[src/logic/ftp_pkg.sv]
// Constants for the fault and test register page
// Overview of operation
// Decode page indices 0x00,01,03,04,05,06,1D
// Pin echo read-only; bit0 driver enable
// Busy echo high while loading from NVM
// Safety echo low on parallel shutdown
// Fault echo mirrors fault output pin
// Channel echo 0 enabled, 1 otherwise
// Self-test bit clears on completion, fail latches
// Service fault one latches monitor flags
// Digital ground loss latched, clear on read
// Analog ground loss latched, clear on read
// Fail-safe VDS fault latched, clear on read
// Power-on flag set at reset, clear on read
// Trim checksum error plain read bit
// Link timeout latch and timeout, clear on read
// Core over/undervoltage latched, clear on read
// Pump, battery, thermal latched, clear on read
// Config register monitor latched, clear on read
// Service fault two resets zero; clamp test
// Clamp monitor plain status, no clear
// Supply self-test failures latched, clear on read
// Oscillator faults latched, clear on read
// Unused bits read zero, ignore writes
package ftp_pkg;
   // ----------------------------------------------------------------
   // Page indices
   // ----------------------------------------------------------------
   localparam int          IDX_W         = 5;
   localparam int          DATA_W        = 16;
   localparam logic [4:0]  IDX_PIN_ECHO  = 5'h00;
   localparam logic [4:0]  IDX_SELFTEST  = 5'h01;
   localparam logic [4:0]  IDX_SVC_ONE   = 5'h03;
   localparam logic [4:0]  IDX_SVC_TWO   = 5'h04;
   localparam logic [4:0]  IDX_MASK_ONE  = 5'h05;
   localparam logic [4:0]  IDX_MASK_TWO  = 5'h06;
   localparam logic [4:0]  IDX_LINK_FLT  = 5'h1D;
   // ----------------------------------------------------------------
   // Pin echo fields
   // ----------------------------------------------------------------
   localparam int PE_DRV_EN  = 0;
   localparam int PE_CH_LO   = 1;
   localparam int PE_RST_PIN = 5;
   localparam int PE_FAULT   = 6;
   localparam int PE_SAFETY  = 7;
   localparam int PE_BUSY    = 8;
   localparam int ST_RUN     = 0;
   // ----------------------------------------------------------------
   // Service fault one fields
   // ----------------------------------------------------------------
   localparam int S1_DGND    = 15;
   localparam int S1_AGND    = 14;
   localparam int S1_FS_VDS  = 10;
   localparam int S1_POR     = 9;
   localparam int S1_TRIM    = 8;
   localparam int S1_TO_LAT  = 7;
   localparam int S1_TO      = 6;
   localparam int S1_CORE_OV = 5;
   localparam int S1_CORE_UV = 4;
   localparam int S1_PUMP_UV = 3;
   localparam int S1_CFG_MON = 2;
   localparam int S1_BAT_OV  = 1;
   localparam int S1_THERMAL = 0;
   // ----------------------------------------------------------------
   // Service fault two fields
   // ----------------------------------------------------------------
   localparam int S2_CLAMP_T = 15;
   localparam int S2_CLAMP_M = 14;
   localparam int S2_OV_T    = 7;
   localparam int S2_UV_T    = 6;
   localparam int S2_BAT_T   = 4;
   localparam int S2_DGND_T  = 3;
   localparam int S2_AGND_T  = 2;
   localparam int S2_DIAG_OSC = 1;
   localparam int S2_MAIN_OSC = 0;
   // ----------------------------------------------------------------
   // Reset values and bit masks
   // ----------------------------------------------------------------
   localparam logic [15:0] RST_SELFTEST = 16'h0000;
   localparam logic [15:0] RST_SVC_ONE  = 16'h0200;
   localparam logic [15:0] RST_SVC_TWO  = 16'h0000;
   localparam logic [15:0] RST_MASK     = 16'hFFFF;
   localparam logic [15:0] RST_LINK     = 16'h0000;
   localparam logic [15:0] COR_SVC_ONE  = 16'hC6FF;
   localparam logic [15:0] COR_SVC_TWO  = 16'h80DF;
   localparam logic [15:0] USED_PIN     = 16'h01FF;
   localparam logic [15:0] USED_MASK1   = 16'hC5DF;
   localparam logic [15:0] USED_MASK2   = 16'h409F;
   localparam logic [15:0] USED_LINK    = 16'h1E00;
endpackage

[src/logic/ftp_echo_if.sv]
// Synchronised pin levels for the page
`timescale 1ns/1ps
interface ftp_echo_if #(
   parameter int W = 7
);
   logic [W-1:0] level;
   modport src (output level);
   modport dst (input  level);
endinterface

[src/logic/ftp_pin_sync.sv]
// Three-stage pin synchroniser
`timescale 1ns/1ps
module ftp_pin_sync #(
   parameter int W = 7
) (
   // Clock and reset
   input  wire logic         core_clk,
   input  wire logic         rst_n,
   // Raw pins
   input  wire logic [W-1:0] pin_raw,
   // Filtered levels
   ftp_echo_if.src           echo
);
   initial begin
      if (W < 1) $error("W below 1");
   end

   // ----------------------------------------------------------------
   // One synchroniser per pin
   // ----------------------------------------------------------------
   genvar i;
   generate
      for (i = 0; i < W; i++) begin : g_bit
         logic s1;
         logic s2;
         logic s3;
         logic held;
         always_ff @(posedge core_clk or negedge rst_n) begin
            if (!rst_n) begin
               s1   <= 1'b0;
               s2   <= 1'b0;
               s3   <= 1'b0;
               held <= 1'b0;
            end else begin
               s1 <= pin_raw[i];
               s2 <= s1;
               s3 <= s2;
               // Change taken only once two stages agree
               if (s2 == s3) begin
                  held <= s3;
               end
            end
         end
         assign echo.level[i] = held;
      end
   endgenerate
endmodule

[src/logic/ftp_fault_page.sv]
// Fault and test register page
`timescale 1ns/1ps
module ftp_fault_page #(
   parameter int CHANNELS = 4
) (
   // Clock and reset
   input  wire logic        core_clk,
   input  wire logic        rst_n,
   // Register port from the link decoder
   input  wire logic        reg_rd,
   input  wire logic        reg_wr,
   input  wire logic [4:0]  reg_idx,
   input  wire logic [15:0] reg_wdata,
   output logic      [15:0] reg_rdata,
   output logic             reg_rvalid,
   // External pins
   input  wire logic        driver_enable_input,
   input  wire logic [3:0]  channel_input_pin,
   input  wire logic        external_reset_pin_n,
   input  wire logic        fault_output_pin_n,
   // Internal status from the rest of the device
   input  wire logic        hw_mode,
   input  wire logic        nvm_busy,
   input  wire logic        safety_path_echo,
   input  wire logic        trim_crc_error,
   input  wire logic        clamp_monitor,
   input  wire logic [15:0] svc_one_event,
   input  wire logic [15:0] svc_two_event,
   input  wire logic [15:0] link_fault_flags,
   // Supply self-test handshake
   input  wire logic        supply_self_test_done,
   input  wire logic        supply_self_test_fail,
   output logic             supply_self_test,
   // State for fault pin mapping
   output logic      [15:0] service_fault_one,
   output logic      [15:0] service_fault_two,
   output logic      [15:0] service_fault_mask_one,
   output logic      [15:0] service_fault_mask_two
);
   localparam int PINS = CHANNELS + 3;

   initial begin
      if (CHANNELS != 4) $error("CHANNELS must be 4");
   end

   // ----------------------------------------------------------------
   // Pin synchronisation
   // ----------------------------------------------------------------
   ftp_echo_if #(.W(PINS)) echo_bus ();
   logic [PINS-1:0] pin_raw;

   assign pin_raw = {fault_output_pin_n, external_reset_pin_n,
                     channel_input_pin, driver_enable_input};

   ftp_pin_sync #(.W(PINS)) u_sync (
      .core_clk (core_clk),
      .rst_n    (rst_n),
      .pin_raw  (pin_raw),
      .echo     (echo_bus.src)
   );

   // ----------------------------------------------------------------
   // Access decode
   // ----------------------------------------------------------------
   logic rd_svc_one;
   logic rd_svc_two;
   logic wr_selftest;
   logic wr_mask_one;
   logic wr_mask_two;

   assign rd_svc_one  = reg_rd && (reg_idx == ftp_pkg::IDX_SVC_ONE);
   assign rd_svc_two  = reg_rd && (reg_idx == ftp_pkg::IDX_SVC_TWO);
   assign wr_selftest = reg_wr && (reg_idx == ftp_pkg::IDX_SELFTEST);
   assign wr_mask_one = reg_wr && (reg_idx == ftp_pkg::IDX_MASK_ONE);
   assign wr_mask_two = reg_wr && (reg_idx == ftp_pkg::IDX_MASK_TWO);

   // ----------------------------------------------------------------
   // Pin echo
   // ----------------------------------------------------------------
   logic [15:0] pin_echo_status;
   logic [15:0] next_pin_echo;

   always_comb begin
      next_pin_echo = 16'h0000;
      next_pin_echo[ftp_pkg::PE_DRV_EN] = echo_bus.level[0];
      for (int c = 0; c < CHANNELS; c++) begin
         // Pin high enables a channel only in hardware mode
         next_pin_echo[ftp_pkg::PE_CH_LO + c] =
            !(hw_mode && echo_bus.level[1 + c]);
      end
      next_pin_echo[ftp_pkg::PE_RST_PIN] = !echo_bus.level[CHANNELS + 1];
      next_pin_echo[ftp_pkg::PE_FAULT]   = echo_bus.level[CHANNELS + 2];
      next_pin_echo[ftp_pkg::PE_SAFETY]  = safety_path_echo;
      next_pin_echo[ftp_pkg::PE_BUSY]    = nvm_busy;
   end

   always_ff @(posedge core_clk or negedge rst_n) begin
      if (!rst_n) begin
         pin_echo_status <= 16'h0000;
      end else begin
         pin_echo_status <= next_pin_echo;
      end
   end

   // ----------------------------------------------------------------
   // On-demand supply self-test
   // ----------------------------------------------------------------
   // Writing 0 cannot abort a running test; only completion clears it
   always_ff @(posedge core_clk or negedge rst_n) begin
      if (!rst_n) begin
         supply_self_test <= ftp_pkg::RST_SELFTEST[ftp_pkg::ST_RUN];
      end else if (supply_self_test && supply_self_test_done) begin
         supply_self_test <= 1'b0;
      end else if (wr_selftest && reg_wdata[ftp_pkg::ST_RUN]) begin
         supply_self_test <= 1'b1;
      end
   end

   // ----------------------------------------------------------------
   // Service fault one
   // ----------------------------------------------------------------
   logic [15:0] set_one;
   logic [15:0] clr_one;
   logic [15:0] next_svc_one;

   always_comb begin
      set_one = 16'h0000;
      set_one[ftp_pkg::S1_DGND]    = svc_one_event[ftp_pkg::S1_DGND];
      set_one[ftp_pkg::S1_AGND]    = svc_one_event[ftp_pkg::S1_AGND];
      set_one[ftp_pkg::S1_FS_VDS]  = svc_one_event[ftp_pkg::S1_FS_VDS];
      set_one[ftp_pkg::S1_POR]     = supply_self_test &&
                                     supply_self_test_done &&
                                     supply_self_test_fail;
      set_one[ftp_pkg::S1_TO_LAT]  = svc_one_event[ftp_pkg::S1_TO_LAT];
      set_one[ftp_pkg::S1_TO]      = svc_one_event[ftp_pkg::S1_TO];
      set_one[ftp_pkg::S1_CORE_OV] = svc_one_event[ftp_pkg::S1_CORE_OV];
      set_one[ftp_pkg::S1_CORE_UV] = svc_one_event[ftp_pkg::S1_CORE_UV];
      set_one[ftp_pkg::S1_PUMP_UV] = svc_one_event[ftp_pkg::S1_PUMP_UV];
      set_one[ftp_pkg::S1_CFG_MON] = svc_one_event[ftp_pkg::S1_CFG_MON];
      set_one[ftp_pkg::S1_BAT_OV]  = svc_one_event[ftp_pkg::S1_BAT_OV];
      set_one[ftp_pkg::S1_THERMAL] = svc_one_event[ftp_pkg::S1_THERMAL];
      clr_one = rd_svc_one ? ftp_pkg::COR_SVC_ONE : 16'h0000;
      // New events win over the read clear so none is lost
      next_svc_one = (service_fault_one & ~clr_one) | set_one;
      next_svc_one[ftp_pkg::S1_TRIM] = trim_crc_error;
      next_svc_one = next_svc_one & (ftp_pkg::COR_SVC_ONE |
                     (16'h0001 << ftp_pkg::S1_TRIM));
   end

   always_ff @(posedge core_clk or negedge rst_n) begin
      if (!rst_n) begin
         service_fault_one <= ftp_pkg::RST_SVC_ONE;
      end else begin
         service_fault_one <= next_svc_one;
      end
   end

   // ----------------------------------------------------------------
   // Service fault two
   // ----------------------------------------------------------------
   logic [15:0] set_two;
   logic [15:0] clr_two;
   logic [15:0] next_svc_two;

   always_comb begin
      set_two = svc_two_event & ftp_pkg::COR_SVC_TWO;
      clr_two = rd_svc_two ? ftp_pkg::COR_SVC_TWO : 16'h0000;
      next_svc_two = (service_fault_two & ~clr_two) | set_two;
      next_svc_two[ftp_pkg::S2_CLAMP_M] = clamp_monitor;
   end

   always_ff @(posedge core_clk or negedge rst_n) begin
      if (!rst_n) begin
         service_fault_two <= ftp_pkg::RST_SVC_TWO;
      end else begin
         service_fault_two <= next_svc_two;
      end
   end

   // ----------------------------------------------------------------
   // Fault masks and link fault echo
   // ----------------------------------------------------------------
   logic [15:0] link_fault_echo;

   always_ff @(posedge core_clk or negedge rst_n) begin
      if (!rst_n) begin
         service_fault_mask_one <= ftp_pkg::RST_MASK & ftp_pkg::USED_MASK1;
      end else if (wr_mask_one) begin
         service_fault_mask_one <= reg_wdata & ftp_pkg::USED_MASK1;
      end
   end

   always_ff @(posedge core_clk or negedge rst_n) begin
      if (!rst_n) begin
         service_fault_mask_two <= ftp_pkg::RST_MASK & ftp_pkg::USED_MASK2;
      end else if (wr_mask_two) begin
         service_fault_mask_two <= reg_wdata & ftp_pkg::USED_MASK2;
      end
   end

   always_ff @(posedge core_clk or negedge rst_n) begin
      if (!rst_n) begin
         link_fault_echo <= ftp_pkg::RST_LINK;
      end else begin
         link_fault_echo <= link_fault_flags & ftp_pkg::USED_LINK;
      end
   end

   // ----------------------------------------------------------------
   // Read data
   // ----------------------------------------------------------------
   logic [15:0] next_rdata;

   always_comb begin
      unique case (reg_idx)
         ftp_pkg::IDX_PIN_ECHO: next_rdata = pin_echo_status;
         ftp_pkg::IDX_SELFTEST: next_rdata = {15'h0000, supply_self_test};
         ftp_pkg::IDX_SVC_ONE:  next_rdata = service_fault_one;
         ftp_pkg::IDX_SVC_TWO:  next_rdata = service_fault_two;
         ftp_pkg::IDX_MASK_ONE: next_rdata = service_fault_mask_one;
         ftp_pkg::IDX_MASK_TWO: next_rdata = service_fault_mask_two;
         ftp_pkg::IDX_LINK_FLT: next_rdata = link_fault_echo;
         default:               next_rdata = 16'h0000;
      endcase
   end

   // Read data holds until the next read
   always_ff @(posedge core_clk or negedge rst_n) begin
      if (!rst_n) begin
         reg_rdata <= 16'h0000;
      end else if (reg_rd) begin
         reg_rdata <= next_rdata;
      end
   end

   always_ff @(posedge core_clk or negedge rst_n) begin
      if (!rst_n) begin
         reg_rvalid <= 1'b0;
      end else begin
         reg_rvalid <= reg_rd;
      end
   end

   // ----------------------------------------------------------------
   // Checks
   // ----------------------------------------------------------------
   a_unmapped_reads_zero:
   assert property (@(posedge core_clk) disable iff (!rst_n)
      reg_rd && reg_idx == 5'h02 |=> reg_rvalid && reg_rdata == 16'h0000)
      else $error("unmapped read nonzero");

   a_drv_enable_echo:
   assert property (@(posedge core_clk) disable iff (!rst_n)
      $rose(echo_bus.level[0]) |=> pin_echo_status[0])
      else $error("enable echo stale");

   a_busy_echo:
   assert property (@(posedge core_clk) disable iff (!rst_n)
      nvm_busy |=> pin_echo_status[8])
      else $error("busy echo low");

   a_channel_sw_mode:
   assert property (@(posedge core_clk) disable iff (!rst_n)
      !hw_mode |=> pin_echo_status[4:1] == 4'hF)
      else $error("channel echo in sw mode");

   a_selftest_done:
   assert property (@(posedge core_clk) disable iff (!rst_n)
      supply_self_test && supply_self_test_done && supply_self_test_fail
      |=> !supply_self_test && service_fault_one[9])
      else $error("self-test end missed");

   a_svc_one_clear:
   assert property (@(posedge core_clk) disable iff (!rst_n)
      rd_svc_one && !svc_one_event[15] |=> !service_fault_one[15])
      else $error("ground flag not cleared");

   a_set_beats_clear:
   assert property (@(posedge core_clk) disable iff (!rst_n)
      rd_svc_one && svc_one_event[0] |=> service_fault_one[0])
      else $error("thermal event lost");

   a_trim_plain:
   assert property (@(posedge core_clk) disable iff (!rst_n)
      trim_crc_error ##1 (trim_crc_error && rd_svc_one)
      |=> service_fault_one[8])
      else $error("trim bit cleared");

   a_clamp_monitor:
   assert property (@(posedge core_clk) disable iff (!rst_n)
      clamp_monitor |=> service_fault_two[14])
      else $error("clamp not shown");

   a_svc_two_latch:
   assert property (@(posedge core_clk) disable iff (!rst_n)
      svc_two_event[1] && !rd_svc_two |=> service_fault_two[1]
      ##1 (service_fault_two[1] || $past(rd_svc_two)))
      else $error("osc flag lost");

   a_mask_unused:
   assert property (@(posedge core_clk) disable iff (!rst_n)
      wr_mask_one |=> service_fault_mask_one[13:11] == 3'h0)
      else $error("unused mask bits set");
endmodule

[config.mk]
export PLATFORM = sky130hd
export DESIGN_NAME = ftp_fault_page
export DESIGN_NICKNAME = d
export VERILOG_FILES = /design/src/logic/ftp_pkg.sv /design/src/logic/ftp_echo_if.sv /design/src/logic/ftp_pin_sync.sv /design/src/logic/ftp_fault_page.sv
export SDC_FILE = /design/constraint.sdc
export NUM_CORES = 1
export LEC_CHECK = 0
export BUFFER_PORTS_ARGS = -buffer_cell sky130_fd_sc_hd__buf_2
export CORE_MARGIN = 8
export CORE_UTILIZATION = 32
export CTS_BUF_LIST = sky130_fd_sc_hd__clkbuf_4
export CTS_CLUSTER_DIAMETER = 50
export DETAILED_ROUTE_END_ITERATION = 8
export PLACE_DENSITY = 0.6
export SLEW_MARGIN = 20
export SYNTH_ARGS = -nofsm -noshare
export SYNTH_HDL_FRONTEND = slang
export SYNTH_SLANG_ARGS = --single-unit
[constraint.sdc]
create_clock -name core_clk -period 1 [get_ports core_clk]
set_input_delay 0 -clock core_clk [delete_from_list [all_inputs] [get_ports core_clk]]
set_output_delay 0 -clock core_clk [all_outputs]
set_load 0.02 [all_outputs]
==> impl_metrics.json <==
{
  "synth_top_cell_by_area": "dfrtp_1",
  "die_h_um": 126,
  "finalWorstSetupSlack_ns": -0.227,
  "cts_tree": "built",
  "syn_area_sq_um": 3870,
  "synth_area_leaders": "dfrtp_1 (51%), dfstp_2 (13%), buf_4 (5.0%)",
  "overflow": 0,
  "synth.most_common_cell": "dfrtp_1",
  "violations": "negative setup slack",
  "relSlewSlack_pct": 61.3,
  "reg2reg_setup_slack_ns": -0.18,
  "wirelength_mm": 12.2,
  "min_period_ns": 1.23,
  "fin_nets": 625,
  "antenna_found_initial": 1,
  "synth_flop_cell": "dfrtp_1",
  "vias_per_cell": 4.61,
  "cts_inserted_buffers": 9,
  "portBuffers": 113,
  "synthXorXnorAreaFrac_pct": 0,
  "cts.clk_slew.worst_paths_ns": 0.16,
  "yosys.area_share.simple_pct": 6.62,
  "gp_congestion": 0.751,
  "hold_violations": 0,
  "num_vias": 3183,
  "multi_input_area_sq_um": 1440,
  "rsz0062_at_grt": "yes",
  "muxShareOfSynthArea_pct": 8.27,
  "ys_types": 42,
  "dpl_cell_area_sq_um": 4970,
  "start_kind": "flip-flop",
  "period_share_pct": 123,
  "power.total_uw": 8640,
  "holdCritPathClass": "in -> async",
  "cp_max_fo": 2,
  "grt_pass1_wl_mm": 19.0,
  "rows": 40,
  "ys_seq_area_share_pct": 63.9,
  "synth_edf_count": 0,
  "syn_inst": 270,
  "grt_pass1_vias": 3532,
  "dp_hpwl_mm": 8.30,
  "finalMaxSlewViolations": 0,
  "drc": 0,
  "yosys.area.top_type_share_pct": 51.1,
  "htree_levels": 3,
  "skew_ns": 0.0144,
  "leakagePower_uw": 0.00300,
  "cap_violations": 0,
  "fmaxAchievable_mhz": 815,
  "synth_fa_ha_area_share_pct": 1.81,
  "p_per_area_nw_per_um2": 1310,
  "synth-seq-cells": 98,
  "dieWidth_um": 126,
  "die_area_sq_um": 15900,
  "setup_viol": 49,
  "peakVddDrop_v": 0.000866,
  "synth_top_family_by_area": "compound AO/OA/AOI/OAI gates",
  "drtPass1Iterations": 6,
  "cts-root-buf": "clkbuf_4",
  "stdcell_area_sq_um": 6590,
  "area_growth_pct": 70.1,
  "tightest_slew_ns": 0.581,
  "first_iter_violations": 112,
  "arrival_ns": 1.23,
  "ios": 169,
  "async_flop_share_pct": 100,
  "ant_nets": 0,
  "synth_compound_area_share_pct": 12.2,
  "ff_latch_area_sq_um": 2480,
  "status": "complete, but fails checks",
  "grt_max_degree": 36,
  "insertion_delay_ns": 0.44,
  "end_kind": "output port",
  "cts.path.max_buffers": 2,
  "syn_area_per_cell_sq_um": 14.3,
  "fin_util_pct": 55.3,
  "crit_type": "reg -> out",
  "ys_warn_count": 0,
  "final_cells": 691,
  "numPlacedInstances": 571,
  "synthTopCellsByCount": "dfrtp_1 (79), buf_4 (26), a21o_1 (19), dfstp_2 (19), o2bb2ai_1 (15)",
  "grt_use_total_pct": 15.2,
  "core-area_sq_um": 11900,
  "wl_per_cell_um": 17.6,
  "fillCellCount": 996,
  "initial_core_util_pct": 32.5,
  "layout-drive-gt1-share_pct": 58.2,
  "clock-sinks": 98,
  "crit_required_ns": 1.00
}
==> layout make-up <==
type                            count  share of cell area [%]
Antenna cell                        1                  0.0380
Clock buffer                       10                    1.14
Clock inverter                      6                   0.665
Inverter                            3                   0.171
Multi-Input combinational cell    159                    21.8
Sequential cell                    98                    37.7
Tap cell                          147                    2.79
Timing Repair Buffer              267                    35.7
==> report_power, final <==
group	internal (uW)	switching [uW]	leakage [uW]
Sequential	4360	192	0.00110
Combinational	1270	951	0.00185
Clock	543	1330	0.0000550
Total	6170	2470	0.00300
==> routing by layer <==
metal  up-vias  share of wire, %  track usage [%]  wire (um)
met2       115                50             25.9       6160
met5         -                 0                0          0
met4         0               2.9             6.09        357
li1       1468                 -                -          -
met1      1576                39             17.4       4790
met3        24               7.3             4.98        892
==> cell families after synthesis <==
group                    after synthesis
AO/OA/AOI/OAI                         58
adder cells (fa/ha/maj)                7
buffers and inverters                 37
flip-flops                            98
multiplexers                          26
other                                  1
AND/OR/NAND/NOR                       43
==> cell usage in the layout, fill, tap and decap left out, types with 2 or more instances in the layout <==
cell           synthesis  final
clkinvlp_4             0      4
mux2_2                 8      8
nor2_1                 8      5
dfrtp_2                0      5
buf_12                 1      3
dfrtp_1               79     74
mux2_4                10     10
o22ai_1                3      2
mux2i_1                8      5
inv_1                  3      3
a221oi_2               0      9
o2bb2ai_1             15     10
o2bb2ai_2              0      5
nand3_1                5      4
and3_4                 0      5
nor2_2                 2      2
maj3_1                 7      7
a22oi_1                2      2
nand2_1               10      8
clkbuf_4               0     10
nand2_2                0      2
buf_2                  3     55
conb_1                 1     25
a22o_1                 3      3
buf_6                  2     83
dlygate4sd3_1          0     51
buf_4                 26     74
mux2i_2                0      3
a21o_1                19     19
dfstp_2               19     19
nor2_4                 0      3
==> worst max-delay path, cell delays in order (launching register included) <==
cell and delay, ns:
dfstp_2 0.58, buf_6 0.10, buf_6 0.11
==> per-stage QoR <==
| stage | hold slack (ns) | worst slack [ns] | TNS [ns] |
|---|---|---|---|
| 2_1_floorplan | -0.296 | -0.174 | -3.52 |
| 3_3_place_gp | -0.102 | -0.313 | -14.67 |
| 3_5_place_dp | -0.0983 | -0.349 | -15.95 |
| 4_1_cts | 0.0766 | -0.253 | -8.05 |
| 5_1_grt | 0.102 | -0.286 | -9.33 |
| 6_report | 0.112 | -0.227 | -5.75 |
==> final timing paths <==
check,start,end,cells past startpoint
worst max-delay path,service_fault_mask_one[0]$_DFFE_PN1P_,service_fault_mask_one[0],2
worst min-delay path,rst_n,service_fault_mask_one[4]$_DFFE_PN1P_,2
worst max register to register,service_fault_mask_one[0]$_DFFE_PN1P_,reg_rdata[0]$_DFFE_PN0P_,4
worst min register to register,u_sync.g_bit[5].s1$_DFF_PN0_,u_sync.g_bit[5].s2$_DFF_PN0_,0
max in group asynchronous,rst_n,service_fault_one[3]$_DFF_PN0_,3
min in group core_clk,reg_idx[2],supply_self_test$_DFFE_PN0P_,6
==> registers in the layout (all words and copies together) (netlist names) <==
name	flops
service_fault_mask_two	7
link_fault_echo	4
reg_rdata	15
service_fault_two	9
u_sync.g_bit.held	7
supply_self_test	1
u_sync.g_bit.s3	7
service_fault_one	13
u_sync.g_bit.s2	7
pin_echo_status	9
service_fault_mask_one	11
reg_rvalid	1
u_sync.g_bit.s1	7
==> what timing repair did <==
action	CTS	global route
hold endpoints to repair	157	0
hold buffers	52	0
gates resized for setup	150	16
pin swaps	9	4
setup endpoints to repair	66	87
setup buffers	38	13
No activity file was read; power rests on OpenSTA's default activity.
